[src/dtc_pkg.sv]
// Purpose: constants for the termination control block
// Assumes: 40 MHz system clock, one DRAM clock per write_cmd sample
// Notes: register byte offsets are word aligned on APB
package dtc_pkg;
    // Register offsets
    localparam logic [7:0] DTC_CTRL_OFF = 8'h00;
    localparam logic [7:0] DTC_LAT_OFF = 8'h04;
    localparam logic [7:0] DTC_STAT_OFF = 8'h08;
    // Control field positions
    localparam int DTC_DLL_EN_BIT = 0;
    localparam int DTC_WR9_BIT = 1;
    localparam int DTC_WR10_BIT = 2;
    localparam int DTC_PRE2_BIT = 3;
    localparam int DTC_CRC_BIT = 4;
    localparam int DTC_BUFDIS_BIT = 5;
    localparam logic [31:0] DTC_CTRL_RST = 32'h0000_0001;
    // Latency field positions (6 bits each)
    localparam int DTC_CWL_LSB = 0;
    localparam int DTC_AL_LSB = 8;
    localparam int DTC_PL_LSB = 16;
    localparam logic [31:0] DTC_LAT_RST = 32'h0000_0009;
    // Write-off extra latencies beyond write_term_on_latency
    localparam logic [3:0] DTC_OFF_BC4_1T = 4'h4;
    localparam logic [3:0] DTC_OFF_BL8_1T = 4'h6;
    localparam logic [3:0] DTC_OFF_CRC_1T = 4'h7;
    localparam logic [3:0] DTC_OFF_BC4_2T = 4'h5;
    localparam logic [3:0] DTC_OFF_BL8_2T = 4'h7;
    localparam logic [3:0] DTC_OFF_CRC_2T = 4'h8;
    // Asynchronous mode timing
    localparam int DTC_CLK_PS = 25000;
    localparam int DTC_ASYNC_MIN_PS = 1000;
    localparam int DTC_ASYNC_MAX_PS = 9000;
    localparam int DTC_ASYNC_MIN_CYC =
        (DTC_ASYNC_MIN_PS + DTC_CLK_PS - 1) / DTC_CLK_PS;
    localparam int DTC_ASYNC_MAX_CYC =
        (DTC_ASYNC_MAX_PS / DTC_CLK_PS) < 1 ? 1 : (DTC_ASYNC_MAX_PS / DTC_CLK_PS);
    // Termination encoding
    typedef enum logic [1:0] {
        DTC_RTT_PARK = 2'h0,
        DTC_RTT_NOM = 2'h1,
        DTC_RTT_WR = 2'h3
    } dtc_rtt_t;
    localparam int DTC_SR_LEN = 64;
endpackage

[src/dtc_delay_line.sv]
// Purpose: shift register tapped at a run-time latency
// Assumes: latency below DTC_SR_LEN
// Notes: tap 0 means the input delayed by one edge
`timescale 1ns/1ps
module dtc_delay_line
    import dtc_pkg::*;
(
    // Clock and reset
    input wire logic clk_sys_i,
    input wire logic reset_i,
    // Data
    input wire logic din_i,
    input wire logic [5:0] tap_i,
    output logic dout_o
);
    logic [DTC_SR_LEN-1:0] sr_r;

    always_ff @(posedge clk_sys_i) begin
        if (reset_i) begin
            sr_r <= '0;
        end else begin
            sr_r <= {sr_r[DTC_SR_LEN-2:0], din_i};
        end
    end

    assign dout_o = sr_r[tap_i];
endmodule // dtc_delay_line

[src/dtc_sync2.sv]
// Purpose: two flip-flop synchroniser for a pin level
// Assumes: level inputs only
// Notes: first stage is read by the second only
`timescale 1ns/1ps
module dtc_sync2
    import dtc_pkg::*;
(
    // Clock and reset
    input wire logic clk_sys_i,
    input wire logic reset_i,
    // Level
    input wire logic d_i,
    output logic q_o
);
    logic meta_r;
    logic q_r;

    always_ff @(posedge clk_sys_i) begin
        if (reset_i) begin
            meta_r <= 1'b0;
            q_r <= 1'b0;
        end else begin
            meta_r <= d_i;
            q_r <= meta_r;
        end
    end

    assign q_o = q_r;
endmodule // dtc_sync2

[src/dtc_term_ctrl.sv]
// Purpose: on-die termination select for a DRAM data bus
// Assumes: write_cmd_i, burst_bc4_i come from same-clock command decode
// Notes: odt and cke are pins and pass two flip-flops first
`timescale 1ns/1ps
module dtc_term_ctrl
    import dtc_pkg::*;
(
    // Clock and reset
    input wire logic clk_sys_i,
    input wire logic reset_i,
    // APB slave
    input wire logic psel_i,
    input wire logic penable_i,
    input wire logic pwrite_i,
    input wire logic [7:0] paddr_i,
    input wire logic [31:0] pwdata_i,
    output logic [31:0] prdata_o,
    output logic pready_o,
    output logic pslverr_o,
    // DRAM side
    input wire logic odt_pin_i,
    input wire logic cke_pin_i,
    input wire logic write_cmd_i,
    input wire logic burst_bc4_i,
    // Termination select
    output logic [1:0] rtt_sel_o,
    output logic rtt_changing_o
);
    logic [31:0] ctrl_r;
    logic [31:0] lat_r;
    logic odt_s;
    logic cke_s;
    logic cke_d_r;
    logic [5:0] wl_r;
    logic [5:0] on_lat_r;
    logic [3:0] off_extra;
    logic [5:0] off_cnt_r;
    logic wr_pend_r;
    logic wr_active_r;
    logic [5:0] on_cnt_r;
    logic nom_sync;
    logic pd_r;
    logic [5:0] pd_ign_r;
    logic [1:0] rtt_nxt;
    logic [1:0] rtt_r;
    logic [3:0] as_cnt_r;
    logic as_tgt_r;
    logic as_cur_r;
    logic dll_on;
    logic dyn_en;
    logic apb_acc;
    logic bufdis;

    dtc_sync2 u_sync_odt (
        .clk_sys_i(clk_sys_i),
        .reset_i(reset_i),
        .d_i(odt_pin_i),
        .q_o(odt_s)
    );

    dtc_sync2 u_sync_cke (
        .clk_sys_i(clk_sys_i),
        .reset_i(reset_i),
        .d_i(cke_pin_i),
        .q_o(cke_s)
    );

    assign apb_acc = psel_i & penable_i;
    assign dll_on = ctrl_r[DTC_DLL_EN_BIT];
    assign bufdis = ctrl_r[DTC_BUFDIS_BIT];
    assign dyn_en = (ctrl_r[DTC_WR9_BIT] | ctrl_r[DTC_WR10_BIT]) & dll_on;

    // Register writes
    always_ff @(posedge clk_sys_i) begin
        if (reset_i) begin
            ctrl_r <= DTC_CTRL_RST;
            lat_r <= DTC_LAT_RST;
        end else if (apb_acc && pwrite_i) begin
            if (paddr_i == DTC_CTRL_OFF) begin
                ctrl_r <= {26'h0, pwdata_i[5:0]};
            end
            if (paddr_i == DTC_LAT_OFF) begin
                lat_r <= {10'h0, pwdata_i[21:16], 2'h0, pwdata_i[13:8], 2'h0, pwdata_i[5:0]};
            end
        end
    end

    // Register reads, zero-wait answer
    always_ff @(posedge clk_sys_i) begin
        if (reset_i) begin
            prdata_o <= 32'h0;
            pready_o <= 1'b0;
            pslverr_o <= 1'b0;
        end else begin
            pready_o <= psel_i & ~pready_o & ~penable_i ? 1'b1 : 1'b0;
            pslverr_o <= 1'b0;
            prdata_o <= 32'h0;
            if (psel_i && !penable_i) begin
                case (paddr_i)
                    DTC_CTRL_OFF: prdata_o <= ctrl_r;
                    DTC_LAT_OFF: prdata_o <= lat_r;
                    DTC_STAT_OFF: prdata_o <= {26'h0, pd_r, wr_active_r, as_cur_r,
                                               odt_s, rtt_r};
                    default: pslverr_o <= 1'b1;
                endcase
            end
        end
    end

    always_ff @(posedge clk_sys_i) begin
        if (reset_i) begin
            wl_r <= 6'h9;
            on_lat_r <= 6'h7;
        end else begin
            wl_r <= 6'(lat_r[DTC_CWL_LSB +: 6] + lat_r[DTC_AL_LSB +: 6]
                       + lat_r[DTC_PL_LSB +: 6]);
            on_lat_r <= ctrl_r[DTC_PRE2_BIT] ? 6'(wl_r - 6'h3) : 6'(wl_r - 6'h2);
        end
    end

    always_comb begin
        case ({ctrl_r[DTC_PRE2_BIT], ctrl_r[DTC_CRC_BIT]})
            2'b00: off_extra = burst_bc4_i ? DTC_OFF_BC4_1T : DTC_OFF_BL8_1T;
            2'b01: off_extra = DTC_OFF_CRC_1T;
            2'b10: off_extra = burst_bc4_i ? DTC_OFF_BC4_2T : DTC_OFF_BL8_2T;
            default: off_extra = DTC_OFF_CRC_2T;
        endcase
    end

    always_ff @(posedge clk_sys_i) begin
        if (reset_i) begin
            wr_pend_r <= 1'b0;
            wr_active_r <= 1'b0;
            on_cnt_r <= 6'h0;
            off_cnt_r <= 6'h0;
        end else if (!dyn_en) begin
            wr_pend_r <= 1'b0;
            wr_active_r <= 1'b0;
        end else if (write_cmd_i) begin
            wr_pend_r <= 1'b1;
            on_cnt_r <= on_lat_r;
            off_cnt_r <= 6'(on_lat_r + {2'h0, off_extra});
        end else begin
            if (on_cnt_r != 6'h0) begin
                on_cnt_r <= on_cnt_r - 6'h1;
            end
            if (off_cnt_r != 6'h0) begin
                off_cnt_r <= off_cnt_r - 6'h1;
            end
            if (wr_pend_r && on_cnt_r == 6'h1) begin
                wr_active_r <= 1'b1;
            end
            if (off_cnt_r == 6'h1) begin
                wr_active_r <= 1'b0;
                wr_pend_r <= 1'b0;
            end
        end
    end

    dtc_delay_line u_odt_lat (
        .clk_sys_i(clk_sys_i),
        .reset_i(reset_i),
        .din_i(odt_s),
        .tap_i(6'(on_lat_r - 6'h1)),
        .dout_o(nom_sync)
    );

    always_ff @(posedge clk_sys_i) begin
        if (reset_i) begin
            cke_d_r <= 1'b1;
            pd_r <= 1'b0;
            pd_ign_r <= 6'h0;
        end else begin
            cke_d_r <= cke_s;
            pd_r <= bufdis & ~cke_s;
            if (bufdis && cke_d_r && !cke_s) begin
                pd_ign_r <= 6'(wl_r - 6'h1);
            end else if (pd_ign_r != 6'h0) begin
                pd_ign_r <= pd_ign_r - 6'h1;
            end
        end
    end

    always_ff @(posedge clk_sys_i) begin
        if (reset_i) begin
            as_tgt_r <= 1'b0;
            as_cur_r <= 1'b0;
            as_cnt_r <= 4'h0;
        end else if (odt_s != as_tgt_r) begin
            as_tgt_r <= odt_s;
            as_cnt_r <= 4'(DTC_ASYNC_MAX_CYC - 1);
            // Bound below one clock: apply at once, no extra counting stage
            if (DTC_ASYNC_MAX_CYC <= 1) begin
                as_cur_r <= odt_s;
            end
        end else if (as_cnt_r != 4'h0) begin
            as_cnt_r <= as_cnt_r - 4'h1;
            if (as_cnt_r == 4'h1) begin
                as_cur_r <= as_tgt_r;
            end
        end
    end

    always_comb begin
        rtt_nxt = DTC_RTT_PARK;
        if (!dll_on) begin
            rtt_nxt = (as_cur_r && !pd_r) ? DTC_RTT_NOM : DTC_RTT_PARK;
        end else if (wr_active_r) begin
            rtt_nxt = DTC_RTT_WR;
        end else if (nom_sync && !pd_r && pd_ign_r == 6'h0) begin
            rtt_nxt = DTC_RTT_NOM;
        end
    end

    always_ff @(posedge clk_sys_i) begin
        if (reset_i) begin
            rtt_r <= DTC_RTT_PARK;
            rtt_changing_o <= 1'b0;
        end else begin
            rtt_r <= rtt_nxt;
            rtt_changing_o <= (rtt_nxt != rtt_r);
        end
    end

    assign rtt_sel_o = rtt_r;

    // write termination arrives after on latency
    wr_on_a: assert property (@(posedge clk_sys_i) disable iff (reset_i)
        (dyn_en && write_cmd_i && on_lat_r == 6'h7 && !ctrl_r[DTC_PRE2_BIT]
         && !ctrl_r[DTC_CRC_BIT]) ##1 (dyn_en && !write_cmd_i)[*7]
        |-> ##2 rtt_sel_o == DTC_RTT_WR)
        else $error("write termination not applied on time");
    // no write termination with DLL off
    dll_off_a: assert property (@(posedge clk_sys_i) disable iff (reset_i)
        !$past(dll_on) && !dll_on |-> rtt_sel_o != DTC_RTT_WR)
        else $error("write termination with DLL off");
    pd_nom_a: assert property (@(posedge clk_sys_i) disable iff (reset_i)
        $past(pd_r) && pd_r |-> rtt_sel_o != DTC_RTT_NOM)
        else $error("nominal termination during power-down");
    async_on_a: assert property (@(posedge clk_sys_i) disable iff (reset_i)
        !dll_on && $rose(odt_s) ##1 (!dll_on && odt_s && !pd_r)[*2]
        |-> ##1 rtt_sel_o == DTC_RTT_NOM)
        else $error("async turn-on too slow");
    async_off_a: assert property (@(posedge clk_sys_i) disable iff (reset_i)
        !dll_on && $fell(odt_s) && rtt_sel_o == DTC_RTT_NOM |=> rtt_sel_o == DTC_RTT_NOM)
        else $error("async turn-off earlier than minimum");
    dyn_off_a: assert property (@(posedge clk_sys_i) disable iff (reset_i)
        !dyn_en ##1 !dyn_en |-> !wr_active_r)
        else $error("write window while switching disabled");
    bc4_len_a: assert property (@(posedge clk_sys_i) disable iff (reset_i)
        $rose(wr_active_r) && off_cnt_r == 6'h4 && !write_cmd_i ##1 (!write_cmd_i)[*3]
        |-> ##1 !wr_active_r)
        else $error("BC4 write window wrong length");
    wl_sum_a: assert property (@(posedge clk_sys_i) disable iff (reset_i)
        $stable(lat_r) |-> wl_r == 6'(lat_r[5:0] + lat_r[13:8] + lat_r[21:16]))
        else $error("write latency sum wrong");
    wr_on2_a: assert property (@(posedge clk_sys_i) disable iff (reset_i)
        (dyn_en && write_cmd_i && on_lat_r == 6'h6 && ctrl_r[DTC_PRE2_BIT])
        ##1 (dyn_en && !write_cmd_i)[*6] |-> ##2 rtt_sel_o == DTC_RTT_WR)
        else $error("long preamble write termination not applied on time");

    bl8_len_a: assert property (@(posedge clk_sys_i) disable iff (reset_i)
        $rose(wr_active_r) && off_cnt_r == 6'h6 && !write_cmd_i ##1 (!write_cmd_i)[*5]
        |-> ##1 !wr_active_r)
        else $error("BL8 write window wrong length");

    crc_len_a: assert property (@(posedge clk_sys_i) disable iff (reset_i)
        $rose(wr_active_r) && off_cnt_r == 6'h7 && !write_cmd_i ##1 (!write_cmd_i)[*6]
        |-> ##1 !wr_active_r)
        else $error("seven-clock write window wrong length");

    pd_ign_a: assert property (@(posedge clk_sys_i) disable iff (reset_i)
        $rose(pd_r) |-> pd_ign_r != 6'h0)
        else $error("power-down ignore window not armed");

    wr_prio_a: assert property (@(posedge clk_sys_i) disable iff (reset_i)
        wr_active_r && dll_on |=> rtt_sel_o == DTC_RTT_WR)
        else $error("write termination lost priority");

    park_sel_a: assert property (@(posedge clk_sys_i) disable iff (reset_i)
        dll_on && !wr_active_r && !nom_sync |=> rtt_sel_o == DTC_RTT_PARK)
        else $error("park termination not applied");

    // Change flag marks every select change
    rtt_chg_a: assert property (@(posedge clk_sys_i) disable iff (reset_i)
        rtt_changing_o == (rtt_sel_o != $past(rtt_sel_o)))
        else $error("change flag disagrees with select");

    // Bus answer is a single-cycle pulse
    apb_one_a: assert property (@(posedge clk_sys_i) disable iff (reset_i)
        pready_o |=> !pready_o)
        else $error("ready held longer than one cycle");

    // Error only with an answer
    apb_err_a: assert property (@(posedge clk_sys_i) disable iff (reset_i)
        pslverr_o |-> pready_o)
        else $error("error flag without ready");

    wr_cov_c: cover property (@(posedge clk_sys_i) $rose(wr_active_r));
    pd_cov_c: cover property (@(posedge clk_sys_i) $rose(pd_r));
    nom_cov_c: cover property (@(posedge clk_sys_i) rtt_sel_o == DTC_RTT_NOM);
    as_cov_c: cover property (@(posedge clk_sys_i) !dll_on && $rose(as_cur_r));
endmodule // dtc_term_ctrl

[config.mk]
export PLATFORM = sky130hd
export DESIGN_NAME = dtc_term_ctrl
export DESIGN_NICKNAME = d
export VERILOG_FILES = /design/src/dtc_pkg.sv /design/src/dtc_delay_line.sv /design/src/dtc_sync2.sv /design/src/dtc_term_ctrl.sv
export SDC_FILE = /design/constraint.sdc
export NUM_CORES = 1
export LEC_CHECK = 0
export BUFFER_PORTS_ARGS = -buffer_cell sky130_fd_sc_hd__buf_2
export CELL_PAD_IN_SITES_DETAIL_PLACEMENT = 1
export CELL_PAD_IN_SITES_GLOBAL_PLACEMENT = 2
export CORE_UTILIZATION = 33
export DETAILED_ROUTE_END_ITERATION = 7
export PLACE_DENSITY_LB_ADDON = 0.12
export REMOVE_ABC_BUFFERS = 1
export SETUP_SLACK_MARGIN = 0.5
export SLEW_MARGIN = 10
export SYNTH_ARGS = -nofsm -noshare
export SYNTH_HDL_FRONTEND = slang
export SYNTH_SLANG_ARGS = --single-unit
[constraint.sdc]
create_clock -name clk_sys_i -period 3 [get_ports clk_sys_i]
set_input_delay 0.15 -clock clk_sys_i [delete_from_list [all_inputs] [get_ports clk_sys_i]]
set_output_delay 0.15 -clock clk_sys_i [all_outputs]
set_load 0.03 [all_outputs]
==> results.md <==
* Status: complete, no violations
* Number of routed nets with antenna violations at 0
* Kind of critical path: flip-flop to flip-flop
* Data required time of the worst path at 3.34 ns
* Clock tree from TritonCTS: yes
* Global-route layer with the greatest usage: met2
* R2R depth at 7
* Detailed router's first-iteration violation count at 164
* Antenna Cells at 0
* Total clock buffers created by CTS at 17
* Drt first pass iters at 4
* VDD IR max at 337.5 uV
* Arrival time worst endpoint at 2.75 ns
* Vias per Instance at 4.648
* Time the final worst path needs with I/O delays and setup at 2.409 ns
* Maximum clock skew at final layout at 0.01259 ns
* Number of distinct library cells after synthesis at 57
* Rows at 51
* Sequential-to-total area share from yosys stat at 46.56%
* Share of cells above drive strength 1 at 17.54%
* Met3 Resource Use GR at 3.808%
* Clock latency on the worst-skew pair at 0.43 ns
* Largest net degree at the start of global routing at 56
* Final Hold Viols at 0
* Post-CTS clock slew at the launch and capture registers of the worst setup and hold paths at 0.06 ns
* Number of maximum-capacitance constraint violations at 0
* Worst path slowest cell: sky130_fd_sc_hd__mux4_1
* Total standard cell area after synthesis at 0.006665 mm^2
* CP Launch Type: flip-flop
* Total number of vias at 4676
* Primary flip-flop cell chosen by synthesis mapping: sky130_fd_sc_hd__dfxtp_1
* Final worst-path cycle share at 80.30%
* Routability Congestion at 0.7572
* GR Layer Usage met1 at 20.37%
* Placement Setup Slack at 0.3723 ns
* Sw power at 1066 uW
* Top-level I/O count at 86
* Final standard cell count with taps included and fillers excluded at 1006
* Post-Route Setup TNS at 0 ns
* Synthesis-to-finish area growth at 21.34%
* Number of global-route vias before repair at 4855
* Y dimension of the die at 144.1 um
* Worst-case clock buffer depth at 2
* Int Pwr at 3552 uW
* Average cell area after synthesis at 10.24 um^2
* Final number of max-transition violations at 0
* Cells after Synth at 651
* Critical Path Max Stage Delay at 0.59 ns
* Initial antenna violation count at 0
* Effective utilization at floorplan at 33.91%
* Unrepaired setup endpoints after global routing: no
* Synthesized flop and latch total at 155
* Total number of H-tree levels at 4
* Die width at 144.1 um
* HPWL reported at the end of detailed placement at 10480 um
* Hold Path Class: input pin to flip-flop
* Total setup violations reported at the end of the flow at 0
* Most common library cell in the layout ignoring fill and taps: sky130_fd_sc_hd__dfxtp_1
* Cell Count Post-Placement at 952
* Async set or reset register ratio after synthesis at 0%
* Routing usage on met2 at 24.74%
* Final net count at 809
* Highest attainable clock frequency at 0.4151 GHz
* WHS Path Cells at 4
* CTS Root Cell: sky130_fd_sc_hd__clkbuf_16
* Sequential share of power at 45.9%
* Slew @ Worst Pin at 0.8722 ns
* Slew Limit Headroom at 41.24%
* Remaining global-route overflow at 0
* Endpoint type of the worst setup path: flip-flop
* Clock network power share at 47.1%
* Clock Sinks at 155
* Static leakage at 0.003523 uW
* Commonest cells after routing, fill and taps aside: sky130_fd_sc_hd__dfxtp_1 (154), sky130_fd_sc_hd__nor2_1 (83), sky130_fd_sc_hd__nor2b_1 (75)
* Synthesis Warnings at 0
* Buffers added on ports at 57
* Area of the core region at 0.01965 mm^2
* Switching Fraction at 23.07%
* DRC violation count after routing at 0
* Global-route wire length before repair at 24610 um
* Area of the die at 0.02077 mm^2
* Cells along the critical path: buf_6 > mux4_1 > mux2_2 > o22ai_1 > and4b_2 > a31o_2 > a311oi_2
* Final worst-path setup slack at 0.5911 ns
* Count of flip-flops with a built-in enable after synthesis at 0
* Power density normalized to cell area at 571.0 mW/mm^2
* Routed WL per cell at 15.04 um
* Total routing resource utilization after global routing at 15.59%
* Routed Wire Length at 15130 um
* Largest fanout on the critical path at 12
* Share of total power in combinational logic at 7.0%
==> critical path, delay by kind of cell, from the launching register on <==
| kind | cells | cell delay (ns) |
|---|---|---|
| muxes | 2 | 0.87 |
| and+or+nand+nor | 1 | 0.28 |
| DFF | 1 | 0.38 |
| buffers and inverters | 1 | 0.21 |
| AOI/OAI and AO/OA | 3 | 0.58 |
==> kinds of logic after synthesis <==
family	after synthesis	synth area share [%]
XOR/XNOR	25	3.567
multiplexers	58	12.18
AND/OR/NAND/NOR	230	18.00
flip-flops	155	46.56
other	1	0.05626
adder cells (fa/ha/maj)	30	6.420
AO/OA/AOI/OAI	84	8.429
buffers and inverters	68	4.787
==> final timing paths <==
check,startpoint,end,slack [ns]
max,on_lat_r[0],rtt_changing_o,0.59
min,penable_i,pready_o,0.02
max reg2reg,on_lat_r[0],rtt_changing_o,0.59
min reg2reg,pready_o,pready_o,0.41
==> power by group through the flow <==
stage          combinational (uW)  clock, uW  sequential [uW]
4_1_cts                       327       2240             2120
5_1_grt                       364       2330             2120
6_report                      322       2180             2120
3_3_place_gp                  303          0             2160
2_1_floorplan                 202          0             2160
3_5_place_dp                  307          0             2160
==> what timing repair did <==
item / in CTS / in global routing
pin swaps: 0 / 1
buffers inserted: 0 / 4
hold endpoints to repair: 24 / 0
cloned: 0 / 1
resized for setup: 6 / 7
setup endpoints to repair: 1 / 3
hold buffers: 19 / 0
==> flip-flops by register name, summed over array words and instances (netlist names), 2 cells and up <==
name and count:
as_cnt_r 4, ctrl_r 6, lat_r 18, off_cnt_r 6, on_cnt_r 6, on_lat_r 6, pd_ign_r 6, prdata_o 18
rtt_sel_o 2, u_odt_lat.sr_r 64, wl_r 6
==> per-stage QoR <==
step           cell area [um^2]  total power (uW)  util [%]  hold WS [ns]
2_1_floorplan              6477              2360         -        0.2191
3_3_place_gp               7187              2467     36.57        0.3679
3_5_place_dp               7187              2471     36.57        0.3701
4_1_cts                    7986              4685     40.64      0.006385
5_1_grt                    8088              4815     41.15       0.01723
6_report                   8088              4618     41.15       0.01785
==> cell usage after synthesis, types with 5 or more instances <==
library cell | number | area share [%]
sky130_fd_sc_hd__nor2b_1 | 75 | 7.0
sky130_fd_sc_hd__a21o_1 | 5 | 0.56
sky130_fd_sc_hd__buf_4 | 14 | 1.6
sky130_fd_sc_hd__nand2_1 | 17 | 0.96
sky130_fd_sc_hd__a21oi_1 | 27 | 2.0
sky130_fd_sc_hd__dfxtp_1 | 155 | 47
sky130_fd_sc_hd__o21ai_0 | 15 | 1.1
sky130_fd_sc_hd__nor2_1 | 83 | 4.7
sky130_fd_sc_hd__mux4_2 | 9 | 3.0
sky130_fd_sc_hd__inv_1 | 22 | 1.2
sky130_fd_sc_hd__and2_1 | 12 | 1.1
sky130_fd_sc_hd__xnor2_1 | 13 | 1.7
sky130_fd_sc_hd__nand2b_1 | 10 | 0.94
sky130_fd_sc_hd__a22oi_1 | 6 | 0.68
sky130_fd_sc_hd__ha_1 | 23 | 4.3
sky130_fd_sc_hd__clkbuf_1 | 27 | 1.5
sky130_fd_sc_hd__xor2_1 | 11 | 1.4
sky130_fd_sc_hd__mux2i_1 | 38 | 5.7
sky130_fd_sc_hd__nor3_1 | 11 | 0.83
sky130_fd_sc_hd__mux4_1 | 7 | 2.8
sky130_fd_sc_hd__a211o_1 | 7 | 0.92
sky130_fd_sc_hd__fa_1 | 7 | 2.1
==> routing by layer <==
layer	up-vias	share of wire [%]
met5	-	0
met4	0	1.6
met3	16	3.7
met2	76	46
met1	2247	49
li1	2337	-
==> final cells by class <==
class | count | area (um^2)
clock buffers | 20 | 446.7
clock inverters | 10 | 142.6
fillers | 2221 | 11570
inverters | 22 | 82.58
multi-input cells | 441 | 3326
flip-flops and latches | 155 | 3107
well taps | 265 | 331.6
repair buffers | 93 | 651.9
Power figures use the tool's default switching activity.
